File: src/logic/mcr_pkg.sv
// shared constants of the machine-check reporting block
package mcr_pkg;
  // code bit positions, numbered from the most significant bit (bit 0)
  localparam int unsigned BIT_SYS_DAMAGE   = 0;
  localparam int unsigned BIT_PROC_DAMAGE  = 1;
  localparam int unsigned BIT_RECOVERY     = 2;
  localparam int unsigned BIT_TIMER_DAMAGE = 3;
  localparam int unsigned BIT_TIMING_FAC   = 4;
  localparam int unsigned BIT_STOR_UNCORR  = 16;
  localparam int unsigned BIT_KEY_UNCORR   = 18;
  localparam int unsigned BIT_V_PSW_FIRST  = 20;
  localparam int unsigned BIT_V_FADDR      = 24;
  localparam int unsigned BIT_V_FPR        = 27;
  localparam int unsigned BIT_V_GPR        = 28;
  localparam int unsigned BIT_V_CR         = 29;
  localparam int unsigned BIT_V_STORAGE    = 31;
  localparam int unsigned BIT_V_CPU_TIMER  = 46;
  localparam int unsigned BIT_V_CLK_CMP    = 47;
  localparam int unsigned CODE_BITS        = 64;
  // fixed logout storage locations
  localparam logic [8:0] LOG_CODE_ADDR  = 9'h0E8; // 232
  localparam logic [8:0] LOG_FADDR_ADDR = 9'h0F8; // 248
  localparam int unsigned CODE_BYTES    = 8;
  localparam int unsigned FADDR_BYTES   = 2;
  localparam int unsigned FADDR_W       = 16;
  localparam int unsigned KEY_BLOCK_LSB = 11;     // 2K block
  // validity input lanes
  localparam int unsigned VIN_W = 10;
  // register byte offsets
  localparam logic [7:0] REG_CTRL    = 8'h00;
  localparam logic [7:0] REG_STATUS  = 8'h04;
  localparam logic [7:0] REG_CODE_HI = 8'h08;
  localparam logic [7:0] REG_CODE_LO = 8'h0C;
  localparam logic [7:0] REG_FADDR   = 8'h10;
  // control register fields and reset values
  localparam int unsigned CTRL_MCHK_MASK  = 0;
  localparam int unsigned CTRL_RECOV_MASK = 1;
  localparam int unsigned CTRL_EXT_MASK   = 2;
  localparam logic [2:0]  CTRL_RESET      = 3'h4; // only the external damage submask set; bit 13 clear
  // logout sequencer states
  typedef enum logic [0:0] {
    MCR_LOG_IDLE  = 1'b0,
    MCR_LOG_WRITE = 1'b1
  } mcr_log_state_t;
endpackage : mcr_pkg

File: src/logic/mcr_log_if.sv
`timescale 1ns/1ps
// carries a captured code to the logout writer and its storage stream back
interface mcr_log_if;
  logic        start;
  logic [0:63] code;
  logic [15:0] faddr;
  logic        busy;
  logic        done;
  logic        st_we;
  logic [8:0]  st_addr;
  logic [7:0]  st_data;
  modport ctrl (output start, output code, output faddr,
                input busy, input done, input st_we, input st_addr, input st_data);
  modport writer (input start, input code, input faddr,
                  output busy, output done, output st_we, output st_addr, output st_data);
endinterface : mcr_log_if

File: src/logic/mcr_logout.sv
`timescale 1ns/1ps
// writes the code bytes and the failing address into the fixed logout area
module mcr_logout
  import mcr_pkg::*;
(
  // clock and reset
  input  wire logic clk,
  input  wire logic rst_n,
  // control side
  mcr_log_if.writer lg
);
  localparam logic [3:0] LAST_IDX = 4'(CODE_BYTES + FADDR_BYTES - 1);

  mcr_log_state_t state_reg;
  logic [3:0]     idx_reg;
  logic [0:63]    code_reg;
  logic [15:0]    faddr_reg;

  assign lg.busy = (state_reg == MCR_LOG_WRITE);

  // one byte per cycle: code first, then the address halfword
  always_ff @(posedge clk or negedge rst_n) begin
    if (!rst_n) begin
      state_reg  <= MCR_LOG_IDLE;
      idx_reg    <= '0;
      code_reg   <= '0;
      faddr_reg  <= '0;
      lg.st_we   <= 1'b0;
      lg.st_addr <= '0;
      lg.st_data <= '0;
      lg.done    <= 1'b0;
    end else begin
      lg.st_we <= 1'b0;
      lg.done  <= 1'b0;
      case (state_reg)
        MCR_LOG_IDLE: begin
          if (lg.start) begin
            code_reg  <= lg.code;
            faddr_reg <= lg.faddr;
            idx_reg   <= '0;
            state_reg <= MCR_LOG_WRITE;
          end
        end
        MCR_LOG_WRITE: begin
          lg.st_we <= 1'b1;
          if (idx_reg < 4'(CODE_BYTES)) begin
            lg.st_addr <= LOG_CODE_ADDR + 9'(idx_reg);
            lg.st_data <= code_reg[8*idx_reg +: 8];
          end else begin
            lg.st_addr <= LOG_FADDR_ADDR + 9'(idx_reg - 4'(CODE_BYTES));
            lg.st_data <= (idx_reg == 4'(CODE_BYTES)) ? faddr_reg[15:8] : faddr_reg[7:0];
          end
          if (idx_reg == LAST_IDX) begin
            state_reg <= MCR_LOG_IDLE;
            lg.done   <= 1'b1;
          end else begin
            idx_reg <= idx_reg + 4'h1;
          end
        end
        default: state_reg <= MCR_LOG_IDLE;
      endcase
    end
  end
endmodule : mcr_logout

File: src/logic/mcr_machine_check.sv
// The register offsets and the Wishbone interface to the registers were decided locally.
`timescale 1ns/1ps
// Operation
// - code logged to storage bytes 232-239
// - bit 0 reports system damage
// - bit 1 reports instruction processing damage
// - bit 2 recovery; bits 3,4 together
// - bits 20-23 mark old status fields valid
// - bit 24 marks failing address valid
// - bits 27-29,46,47 mark saved state valid
// - bit 31 marks operand storage valid
// - mask bit 13 clear holds off all
// - recovery and external submasks need bit 13
// - exigent types need only bit 13
// - diskette logging ignores the masks
// - timer/recovery repressible; damage types exigent
// - timing damage needs external submask
// - timing damage from any timing facility
// - damaged timer access adds processing damage
// - recovery report after successful retry
// - processing damage on unretryable or failed retry
// - key fails give 2K block address
// - system damage for non-isolated failures
module mcr_machine_check
  import mcr_pkg::*;
(
  // clock and reset
  input  wire logic               CLK_SYS,
  input  wire logic               RST_B,
  // wishbone slave
  input  wire logic               WB_CYC_I,
  input  wire logic               WB_STB_I,
  input  wire logic               WB_WE_I,
  input  wire logic [7:0]         WB_ADR_I,
  input  wire logic [31:0]        WB_DAT_I,
  input  wire logic [3:0]         WB_SEL_I,
  output logic      [31:0]        WB_DAT_O,
  output logic                    WB_ACK_O,
  // malfunction events, one-cycle pulses
  input  wire logic               ERR_SYSTEM,
  input  wire logic               ERR_INTR_FAIL,
  input  wire logic               ERR_CREG_DAMAGE,
  input  wire logic               ERR_UNRETRYABLE,
  input  wire logic               ERR_RETRY_OK,
  input  wire logic               ERR_RETRY_FAIL,
  input  wire logic               ERR_TOD_CLOCK,
  input  wire logic               ERR_INTERVAL_TMR,
  input  wire logic               ERR_CPU_TIMER,
  input  wire logic               ERR_CLK_CMP,
  input  wire logic               ERR_TIMER_ACCESS,
  input  wire logic               ERR_KEY_FAIL,
  input  wire logic               ERR_STOR_MULTI,
  input  wire logic [15:0]        ERR_ADDR,
  // validity of saved state, level
  input  wire logic [VIN_W-1:0]   SAVE_VALID,
  // interruption sequencer
  input  wire logic               MC_TAKE,
  output logic                    MC_REQ,
  output logic                    MC_DONE,
  // storage logout port
  output logic                    ST_WE,
  output logic [8:0]              ST_ADDR,
  output logic [7:0]              ST_DATA,
  // service logging
  input  wire logic               DISK_LOG_EN,
  output logic                    DISK_LOG
);
  //////////////////////////////////////////////////////////////////////////////
  // reset release and pin synchronisation
  logic rst_meta_reg;
  logic rst_n;
  logic disk_en;

  // assert at once, release after two clean edges
  always_ff @(posedge CLK_SYS or negedge RST_B) begin
    if (!RST_B) begin
      rst_meta_reg <= 1'b0;
      rst_n        <= 1'b0;
    end else begin
      rst_meta_reg <= 1'b1;
      rst_n        <= rst_meta_reg;
    end
  end

  // operator setting arrives from a panel pin
  mcr_sync #(.WIDTH(1)) u_disk_sync (
    .clk   (CLK_SYS),
    .rst_n (rst_n),
    .d     (DISK_LOG_EN),
    .q     (disk_en)
  );

  //////////////////////////////////////////////////////////////////////////////
  // control and wishbone slave
  logic [2:0]  ctrl_reg;
  logic        wb_req;
  logic [0:63] last_code_reg;
  logic [15:0] last_faddr_reg;
  logic [3:0]  pend_vec;
  logic        busy;

  assign wb_req = WB_CYC_I && WB_STB_I && !WB_ACK_O;

  // ack one cycle after the request, dropped the next cycle
  always_ff @(posedge CLK_SYS or negedge rst_n) begin
    if (!rst_n) begin
      WB_ACK_O <= 1'b0;
    end else begin
      WB_ACK_O <= wb_req;
    end
  end

  // mask bits; only byte lane 0 carries them
  always_ff @(posedge CLK_SYS or negedge rst_n) begin
    if (!rst_n) begin
      ctrl_reg <= CTRL_RESET;
    end else if (wb_req && WB_WE_I && WB_SEL_I[0] && WB_ADR_I == REG_CTRL) begin
      ctrl_reg <= WB_DAT_I[2:0];
    end
  end

  // read data; unmapped offsets read zero, writes to them are dropped
  always_ff @(posedge CLK_SYS or negedge rst_n) begin
    if (!rst_n) begin
      WB_DAT_O <= '0;
    end else if (wb_req && !WB_WE_I) begin
      case (WB_ADR_I)
        REG_CTRL:    WB_DAT_O <= {29'h0, ctrl_reg};
        REG_STATUS:  WB_DAT_O <= {26'h0, MC_REQ, busy, pend_vec};
        REG_CODE_HI: WB_DAT_O <= last_code_reg[0:31];
        REG_CODE_LO: WB_DAT_O <= last_code_reg[32:63];
        REG_FADDR:   WB_DAT_O <= {16'h0, last_faddr_reg};
        default:     WB_DAT_O <= 32'h0;
      endcase
    end
  end

  //////////////////////////////////////////////////////////////////////////////
  // event classification
  logic sd_set;
  logic pd_set;
  logic sr_set;
  logic td_set;
  logic fa_set;

  assign sd_set = ERR_SYSTEM || ERR_INTR_FAIL || ERR_CREG_DAMAGE;
  // unretryable, failed retry, damaged timer access
  assign pd_set = ERR_UNRETRYABLE || ERR_RETRY_FAIL || ERR_TIMER_ACCESS;
  assign sr_set = ERR_RETRY_OK;
  assign td_set = ERR_TOD_CLOCK || ERR_INTERVAL_TMR || ERR_CPU_TIMER || ERR_CLK_CMP
                  || ERR_TIMER_ACCESS;
  assign fa_set = ERR_KEY_FAIL || ERR_STOR_MULTI;

  //////////////////////////////////////////////////////////////////////////////
  // pending conditions
  logic system_damage_flag;
  logic processing_damage_flag;
  logic recovery_report_flag;
  logic timer_damage_flag;
  logic key_error_uncorrected_flag;
  logic storage_error_uncorrected_flag;
  logic fa_valid_reg;
  logic [15:0] faddr_reg;
  logic        take;
  logic [3:0]  rep_vec;

  assign pend_vec = {timer_damage_flag, recovery_report_flag,
                     processing_damage_flag, system_damage_flag};

  // system damage: clear only when reported; a new event in the same cycle wins
  always_ff @(posedge CLK_SYS or negedge rst_n) begin
    if (!rst_n) begin
      system_damage_flag <= 1'b0;
    end else begin
      system_damage_flag <= sd_set || (system_damage_flag && !(take && rep_vec[0]));
    end
  end

  // processing damage: a masked report stays pending for a later take
  always_ff @(posedge CLK_SYS or negedge rst_n) begin
    if (!rst_n) begin
      processing_damage_flag <= 1'b0;
    end else begin
      processing_damage_flag <= pd_set || (processing_damage_flag && !(take && rep_vec[1]));
    end
  end

  // recovery report: waits on its submask without losing the event
  always_ff @(posedge CLK_SYS or negedge rst_n) begin
    if (!rst_n) begin
      recovery_report_flag <= 1'b0;
    end else begin
      recovery_report_flag <= sr_set || (recovery_report_flag && !(take && rep_vec[2]));
    end
  end

  // timer damage: one flag feeds both code bits, so they cannot part
  always_ff @(posedge CLK_SYS or negedge rst_n) begin
    if (!rst_n) begin
      timer_damage_flag <= 1'b0;
    end else begin
      timer_damage_flag <= td_set || (timer_damage_flag && !(take && rep_vec[3]));
    end
  end

  // storage error kind and failing address, held until reported
  always_ff @(posedge CLK_SYS or negedge rst_n) begin
    if (!rst_n) begin
      key_error_uncorrected_flag     <= 1'b0;
      storage_error_uncorrected_flag <= 1'b0;
      fa_valid_reg                   <= 1'b0;
      faddr_reg                      <= '0;
    end else if (fa_set) begin
      key_error_uncorrected_flag     <= ERR_KEY_FAIL;
      storage_error_uncorrected_flag <= ERR_STOR_MULTI;
      fa_valid_reg                   <= 1'b1;
      // key fault names its 2K block
      if (ERR_KEY_FAIL) begin
        faddr_reg <= {ERR_ADDR[15:KEY_BLOCK_LSB], KEY_BLOCK_LSB'(0)};
      end else begin
        faddr_reg <= ERR_ADDR;
      end
    end else if (take && rep_vec[1]) begin
      key_error_uncorrected_flag     <= 1'b0;
      storage_error_uncorrected_flag <= 1'b0;
      fa_valid_reg                   <= 1'b0;
    end
  end

  //////////////////////////////////////////////////////////////////////////////
  // masking
  logic mchk_en;
  logic recov_en;
  logic ext_en;
  logic exigent;
  logic repressible;

  // bit 13 clear holds everything off
  assign mchk_en = ctrl_reg[CTRL_MCHK_MASK];
  // submasks count only with bit 13
  assign recov_en = mchk_en && ctrl_reg[CTRL_RECOV_MASK];
  assign ext_en = mchk_en && ctrl_reg[CTRL_EXT_MASK];
  // exigent types need only bit 13
  assign exigent = system_damage_flag || processing_damage_flag;
  assign repressible = (recovery_report_flag && recov_en) || (timer_damage_flag && ext_en);

  assign rep_vec = {timer_damage_flag && ext_en, recovery_report_flag && recov_en,
                    processing_damage_flag && mchk_en, system_damage_flag && mchk_en};

  // no new interruption until the previous logout is out
  assign take = MC_TAKE && MC_REQ && !busy;

  // request to the sequencer
  always_ff @(posedge CLK_SYS or negedge rst_n) begin
    if (!rst_n) begin
      MC_REQ <= 1'b0;
    end else begin
      MC_REQ <= ((mchk_en && exigent) || repressible) && !busy && !take;
    end
  end

  //////////////////////////////////////////////////////////////////////////////
  // machine-check code assembly
  logic [0:63] code;

  always_comb begin
    // everything not set below is zero
    code = '0;
    code[BIT_SYS_DAMAGE]   = rep_vec[0];
    code[BIT_PROC_DAMAGE]  = rep_vec[1];
    code[BIT_RECOVERY]     = rep_vec[2];
    code[BIT_TIMER_DAMAGE] = rep_vec[3];
    code[BIT_TIMING_FAC]   = rep_vec[3];
    // storage error kind only rides along with processing damage
    code[BIT_STOR_UNCORR]  = rep_vec[1] && storage_error_uncorrected_flag;
    code[BIT_KEY_UNCORR]   = rep_vec[1] && key_error_uncorrected_flag;
    code[BIT_V_PSW_FIRST +: 4] = SAVE_VALID[3:0];
    code[BIT_V_FADDR]      = fa_valid_reg && rep_vec[1];
    code[BIT_V_FPR]        = SAVE_VALID[4];
    code[BIT_V_GPR]        = SAVE_VALID[5];
    code[BIT_V_CR]         = SAVE_VALID[6];
    code[BIT_V_CPU_TIMER]  = SAVE_VALID[8];
    code[BIT_V_CLK_CMP]    = SAVE_VALID[9];
    code[BIT_V_STORAGE]    = SAVE_VALID[7];
  end

  // copy of the last code for software
  always_ff @(posedge CLK_SYS or negedge rst_n) begin
    if (!rst_n) begin
      last_code_reg  <= '0;
      last_faddr_reg <= '0;
    end else if (take) begin
      last_code_reg  <= code;
      last_faddr_reg <= faddr_reg;
    end
  end

  //////////////////////////////////////////////////////////////////////////////
  // fixed-area logout
  mcr_log_if lg ();

  assign lg.start = take;
  assign lg.code  = code;
  assign lg.faddr = faddr_reg;
  // busy is the writer's own state; counting start in would close a loop through take
  assign busy     = lg.busy;

  // code bytes into the fixed area
  mcr_logout u_logout (
    .clk   (CLK_SYS),
    .rst_n (rst_n),
    .lg    (lg.writer)
  );

  // outputs come straight from the writer's flops
  assign ST_WE   = lg.st_we;
  assign ST_ADDR = lg.st_addr;
  assign ST_DATA = lg.st_data;
  assign MC_DONE = lg.done;

  //////////////////////////////////////////////////////////////////////////////
  // service logging
  // follows the operator setting, not the masks
  always_ff @(posedge CLK_SYS or negedge rst_n) begin
    if (!rst_n) begin
      DISK_LOG <= 1'b0;
    end else begin
      DISK_LOG <= disk_en && (sd_set || pd_set || sr_set || td_set);
    end
  end
endmodule : mcr_machine_check

File: src/logic/mcr_sync.sv
`timescale 1ns/1ps
// two-stage synchroniser for levels arriving from outside the clock domain
module mcr_sync #(
  parameter int unsigned WIDTH = 1
) (
  // clock and reset
  input  wire logic             clk,
  input  wire logic             rst_n,
  // level in and out
  input  wire logic [WIDTH-1:0] d,
  output logic      [WIDTH-1:0] q
);
  logic [WIDTH-1:0] meta_reg;

  // refuse a zero-width instance at elaboration
  if (WIDTH < 1) begin : g_bad_width
    $error("mcr_sync: WIDTH must be at least 1");
  end

  // first stage feeds only the second
  always_ff @(posedge clk or negedge rst_n) begin
    if (!rst_n) begin
      meta_reg <= '0;
      q        <= '0;
    end else begin
      meta_reg <= d;
      q        <= meta_reg;
    end
  end
endmodule : mcr_sync

File: config.mk
export PLATFORM = sky130hd
export DESIGN_NAME = mcr_machine_check
export DESIGN_NICKNAME = d
export VERILOG_FILES = /design/src/logic/mcr_pkg.sv /design/src/logic/mcr_log_if.sv /design/src/logic/mcr_logout.sv /design/src/logic/mcr_machine_check.sv /design/src/logic/mcr_sync.sv
export SDC_FILE = /design/constraint.sdc
export NUM_CORES = 1
export LEC_CHECK = 0
export BUFFER_PORTS_ARGS = -buffer_cell sky130_fd_sc_hd__buf_2
export CORE_MARGIN = 1
export CORE_UTILIZATION = 30
export CTS_CLUSTER_SIZE = 8
export DETAILED_ROUTE_END_ITERATION = 7
export GPL_ROUTABILITY_DRIVEN = 0
export PLACE_DENSITY = 0.53
export SETUP_SLACK_MARGIN = 0.1
export SLEW_MARGIN = 20
export SYNTH_ARGS = -nofsm -noshare
export SYNTH_HDL_FRONTEND = slang
export SYNTH_HIERARCHICAL = 1
export SYNTH_SLANG_ARGS = --single-unit
File: constraint.sdc
create_clock -name CLK_SYS -period 7.2 [get_ports CLK_SYS]
set_input_delay 1.08 -clock CLK_SYS [delete_from_list [all_inputs] [get_ports CLK_SYS]]
set_output_delay 1.08 -clock CLK_SYS [all_outputs]
set_load 0.01 [all_outputs]
# After elaboration in Yosys (flattened, before gate mapping)
# Cells that the tools add are included.
[totals]
out_inout_bits = 54
in_bits = 90
mem_bits_rw = 0
n_memories = 0
register_bits = 157
latchBits = 0
mem_bits_ro = 0
[classes]
magnitude_cmp = 1
muxes = 18
n_shift = 1
n_eq_ne = 8
addsub = 4
n_div = 0
mul = 0
bitwise = 2
n_reduce_logical = 60
[ops]
columns = ["cell", "n"]
rows = [
  ["$pmux 32 s5", 1],
  ["$shiftx 64x33->65", 1],
  ["$not 7->33", 1],
  ["$logic_and 1x1->1", 29],
  ["$logic_or 1x1->1", 19],
  ["$eq 8x4->1 const B", 2],
  ["$mux 8", 2],
  ["$mux 11", 1],
  ["$add 8x4->9 const A", 1],
  ["$add 8x9->9 const A", 1],
  ["$mux 1", 9],
  ["$mux 9", 1],
  ["$eq 4x4->1 const B", 2],
  ["$eq 8x3->1 const B", 1],
  ["$eq 8x5->1 const B", 1],
  ["$logic_not 1->1", 8],
  ["$logic_not 8->1", 1],
  ["$mux 4", 2],
  ["$pmux 4 s2", 1],
  ["$sub 4x4->5 const B", 1],
  ["$add 4x1->4 const B", 1],
  ["$lt 4x4->1 const B", 1],
  ["$ne 2x2->1 const B", 2],
  ["$reduce_and 2->1", 2],
  ["other kinds (3)", 3],
]

# Longest topological paths before layout
[depth]
depth_word = 6
ltp_mapped = 9

# Cells and area by module
# Netlist, hierarchy kept.
[by_module_without_submodules]
columns = ["module", "area_each_um2", "seq_area_each_um2", "n_inst", "cells_per_inst"]
rows = [
  ["mcr_logout", 4458.0, 2502.4, 1, 481],
  ["mcr_machine_check", 3599.7, 2153.3, 1, 343],
  ["mcr_sync", 50.0, 50.0, 1, 2],
]

# Worst setup path after synthesis
# Ideal clock, no wire load.
[synth_path]
path_kind = "input -> register"
from = "in MC_TAKE"
to = "reg u_logout.idx_reg[2]"
stages = 8
n_path_buf = 4
arrival_ns = 2.522
setup_time_ns = 0.132
path_slack_ns = 4.546
path_cell_list = "nand3b_1 > inv_1 > buf_2 > buf_2 > nor2b_1 > clkbuf_1 > clkbuf_1 > nor2_1"
[synth_between]
elab_chain_len = 4
[synth_rtl]
columns = ["element", "line", "text"]
rows = [
  ["from (decl)", "mcr_machine_check.sv:57", "input wire logic MC_TAKE,"],
  ["$logic_and 1x1->1 (2 in a row)", "mcr_machine_check.sv:251", "assign take = MC_TAKE && MC_REQ && !busy;"],
  ["net lg.start", "mcr_log_if.sv:4", "logic start;"],
  ["$ne 2x2->1 (no source line)", "-", ""],
  ["$reduce_and 2->1 (no source line)", "-", ""],
  ["to (signal assigned)", "mcr_logout.sv:57", "idx_reg <= idx_reg + 4'h1;"],
  ["to (decl)", "mcr_logout.sv:15", "logic [3:0] idx_reg;"],
]
# The timed path passes the listed nets, and every way through them passes these cells.
# A chain may end at the register's enable or synchronous reset.

# Worst setup path after layout
[layout_path]
from = "in MC_TAKE"
to = "reg u_logout.state_reg (netlist: u_logout/lg.busy)"
[layout_between]
elab_chain_len = 4
[layout_rtl]
columns = ["element", "line", "text"]
rows = [
  ["$logic_and 1x1->1 (2 in a row)", "mcr_machine_check.sv:251", ""],
  ["$mux 1", "mcr_logout.sv:37", "if (lg.start) begin"],
  ["$pmux 1 s2", "mcr_logout.sv:35", "case (state_reg)"],
  ["to (signal assigned)", "mcr_logout.sv:41", "state_reg <= MCR_LOG_WRITE;"],
  ["to (signal assigned)", "mcr_logout.sv:54", "state_reg <= MCR_LOG_IDLE;"],
  ["to (signal assigned)", "mcr_logout.sv:60", "default: state_reg <= MCR_LOG_IDLE;"],
  ["to (decl)", "mcr_logout.sv:14", "mcr_log_state_t state_reg;"],
]
# No other way between the ends.

==> Flow_metrics.wiki <==
{| class="wikitable"
! Metric !! Value
|-
| Run status || finished with violations
|-
| Violations in the final reports || design-rule violations
|-
| Synth-to-Final Area Change || 18.1%
|-
| Count of pins on the block boundary || 144
|-
| Gate Count Post-Synth || about 830
|-
| Count of instances resized after the clock tree is built || 0
|-
| Maximum root-to-sink buffer count || 2
|-
| Flip-flop and latch count after synthesis || 188
|-
| Number of enable-type register cells in the synthesized netlist || 0
|-
| Number of remaining DRC errors || 10
|-
| Overall global routing resource usage || 14.9%
|-
| Fill cell count || 2,673
|-
| Setup tns final || 0 ns
|-
| Nature of the critical path endpoint || flop
|-
| Clock power frac || 40.6%
|-
| Number of warnings issued by yosys || 6
|-
| Worst EP arrival || 2.95 ns
|-
| PortBufs || 101
|-
| Proportion of power drawn by combinational gates || 7.9%
|-
| Library cell with the highest instance count after synthesis || sky130_fd_sc_hd__nand2_1
|-
| Pin count of the biggest net entering global routing || 82
|-
| CTS Hold Bufs || 0
|-
| NumNets Final || 1,045
|-
| Post-synthesis cell type with the largest combined area || sky130_fd_sc_hd__dfrtp_1
|-
| Category of the worst setup path launch point || input pin
|-
| Clock tree from TritonCTS || yes
|-
| Final Routed Wirelength || slightly below 20 mm
|-
| Area of the mapped netlist || 0.00811 sq mm
|-
| Setup skew after layout || 0.0139 ns
|-
| Initial Util || between 30% and 40%
|-
| Antenna violations before repair || 0
|-
| Commonest register cell after synthesis || sky130_fd_sc_hd__dfrtp_1
|-
| Via density per instance || 4.50
|-
| Total congestion overflow after global routing || 0
|-
| Clk Latency, worst-skew pair || 0.43 ns
|-
| Type of the worst setup path || in2reg
|-
| Pleak || 5.23 nW
|-
| Top cells by area, synth || sky130_fd_sc_hd__dfrtp_1, sky130_fd_sc_hd__nand2_1, sky130_fd_sc_hd__mux2i_1
|-
| Internal power contribution || 0.00166 W
|-
| Wire length per cell after detailed routing || ~15 microns
|-
| Highest net fanout along the worst path || 49
|-
| Setup repair after global routing missed its margin || false
|-
| DRC marker count from the first detailed-route iteration || 407
|-
| Final antenna diode count || 0
|-
| Max reg flops || 64
|-
| Final core utilization || between 30% and 40%
|-
| Achievable clock frequency || 371 MHz
|-
| Headroom to the max-slew limit || 37.6%
|-
| Die Area || 0.0277 sq mm
|-
| Number of maximum-capacitance constraint violations || 0
|-
| Net switching component of the power || about 0.00057 W
|-
| Register area share after synthesis || 58.0%
|-
| Y dimension of the die || ~170 microns
|-
| Average cell area after synthesis || 9.82 sq um
|-
| Antenna-violating nets left || 0
|-
| Total half-perimeter wirelength after legalization and detailed placement || ~13 mm
|-
| Level count of the clock H-tree || 4
|-
| Peak supply drop || 0.163 mV
|-
| Setup Buffers After CTS || 0
|-
| Power density cells || 233 mW/mm^2
|-
| Sequential Power Share || 51.5%
|-
| Layout cell share with drive strength beyond 1 || 18.0%
|-
| Number of sinks on the clock net || roughly 190
|-
| Row cnt || just under 60
|-
| Sum of internal, switching and leakage power || 0.00223 W
|-
| Unique cell type count in the Yosys netlist || slightly above 50
|-
| Share of flip-flops with an asynchronous set or reset after synthesis || 100%
|-
| Final count of pins violating max slew || 0
|-
| Master cell of the clock root buffer || sky130_fd_sc_hd__clkbuf_16
|-
| Share of total power consumed by net switching || 25.5%
|-
| Vias in the first global route || 5,861
|-
| Number of vias in the routed layout || 5,848
|-
| Class of the tightest hold or removal check || reg2reg
|-
| Top cell type's share of synthesized area || 57.7%
|-
| Post-route minimum period || 2.70 ns
|-
| Final-report setup violation count || 0
|-
| Critical path data required time || 7.46 ns
|-
| Final Hold Viols || 0
|-
| Commonest cells in the netlist || sky130_fd_sc_hd__nand2_1, sky130_fd_sc_hd__dfrtp_1, sky130_fd_sc_hd__mux2i_1
|-
| Chip Width || 166 microns
|-
| Reg clk slew, reported paths || approximately 0.07 ns
|-
| First-pass GRT wire length || 32.3 mm
|-
| Num CTS Buffers || 17
|-
| Worst-Margin Slew || 0.936 ns
|-
| Area of the core region || 0.0263 sq mm
|-
| Pre-antenna DRT Iters || 8
|-
| Final clock period utilization by the worst path || 37.4%
|}
==> layout by cell type, fill, tap and decap left out, drive strengths merged, types with 2 or more instances in the layout <==
cell	count
nor2b	5
mux2i	35
a31oi	8
clkinv	4
o221ai	8
o211ai	8
and2	2
nand4	2
inv	21
o21ai	15
conb	57
mux4	8
clkbuf	20
nand2	369
or4	2
nor3	4
nor2	16
a22o	11
a22oi	11
buf	111
mux2	18
a32oi	2
dfrtp	187
nand2b	5
nand3b	3
nand3	8
ha	3
and3	5
==> worst max-delay path, cell delays in order <==
cell and delay (ns):
sky130_fd_sc_hd__buf_2 0.12, sky130_fd_sc_hd__nand3b_1 0.09, sky130_fd_sc_hd__inv_1 0.04, sky130_fd_sc_hd__buf_4 0.26
sky130_fd_sc_hd__nand2b_2 0.57, sky130_fd_sc_hd__buf_4 0.57, sky130_fd_sc_hd__nand2_1 0.19
==> cells by family (layout without fill, tap and decap cells) <==
kind of cell | count (synthesis) | after routing | synth area share (%)
AO/OA/AOI/OAI | 68 | 68 | 6.03
XOR/XNOR | 2 | 2 | 0.216
adder cells (fa/ha/maj) | 3 | 3 | 0.463
buffers and inverters | 74 | 158 | 4.44
flip-flops | 188 | 188 | 58.0
multiplexers | 61 | 61 | 9.09
other | 3 | 57 | 0.139
AND/OR/NAND/NOR | 427 | 427 | 21.6
==> worst paths after layout <==
check	startpoint	slack [ns]	end	depth (start not counted)
setup / recovery	MC_TAKE	4.50	u_logout/lg.busy	7
hold / removal	u_disk_sync/meta_reg	0.35	u_disk_sync/q	0
setup reg to reg	MC_REQ	4.81	u_logout/lg.busy	6
hold reg to reg	u_disk_sync/meta_reg	0.35	u_disk_sync/q	0
max in group asynchronous	rst_n	5.37	WB_DAT_O[3]	1
min in group asynchronous	rst_n	0.40	u_disk_sync/q	0
==> routing by layer <==
metal | track usage, % | vias up | share of wire, %
li1 | - | 2892 | -
met1 | 21.5 | 2823 | 50
met2 | 22.6 | 122 | 45
met3 | 3.19 | 11 | 4.4
met4 | 3.99 | 0 | 0.89
met5 | 0 | - | 0
==> stage by stage <==
| stage | hold slack, ns | worst slack, ns | instances | instance area, sq um |
|---|---|---|---|---|
| floorplan | 0.331 | 1.58 | 880 | 8310 |
| global placement | 0.335 | 4.00 | 1268 | 9020 |
| detailed placement | 0.341 | 4.04 | 1268 | 9020 |
| CTS | 0.358 | 4.48 | 1299 | 9570 |
| global route | 0.369 | 4.27 | 1299 | 9570 |
| finish | 0.353 | 4.50 | 1299 | 9570 |
==> power by group through the flow <==
stage | Clock, W | Sequential (W) | Combinational [W]
final | 0.000906 | 0.00115 | 0.000176
after floorplan | 0 | 0.00117 | 0.000124
after global routing | 0.000969 | 0.00116 | 0.000202
after detailed placement | 0 | 0.00117 | 0.000179
after global placement | 0 | 0.00117 | 0.000176
after CTS | 0.000930 | 0.00115 | 0.000180
==> layout make-up <==
cell class	count	area [sq um]	share of cell area (%)
Clock buffer	20	437	4.56
Clock inverter	11	111	1.16
Inverter	16	60.1	0.627
Timing Repair Buffer	111	581	6.07
Tap cell	335	419	4.38
Sequential cell	188	4710	49.2
Multi-Input combinational cell	618	3250	34.0
(Power assumes the default switching activity.)
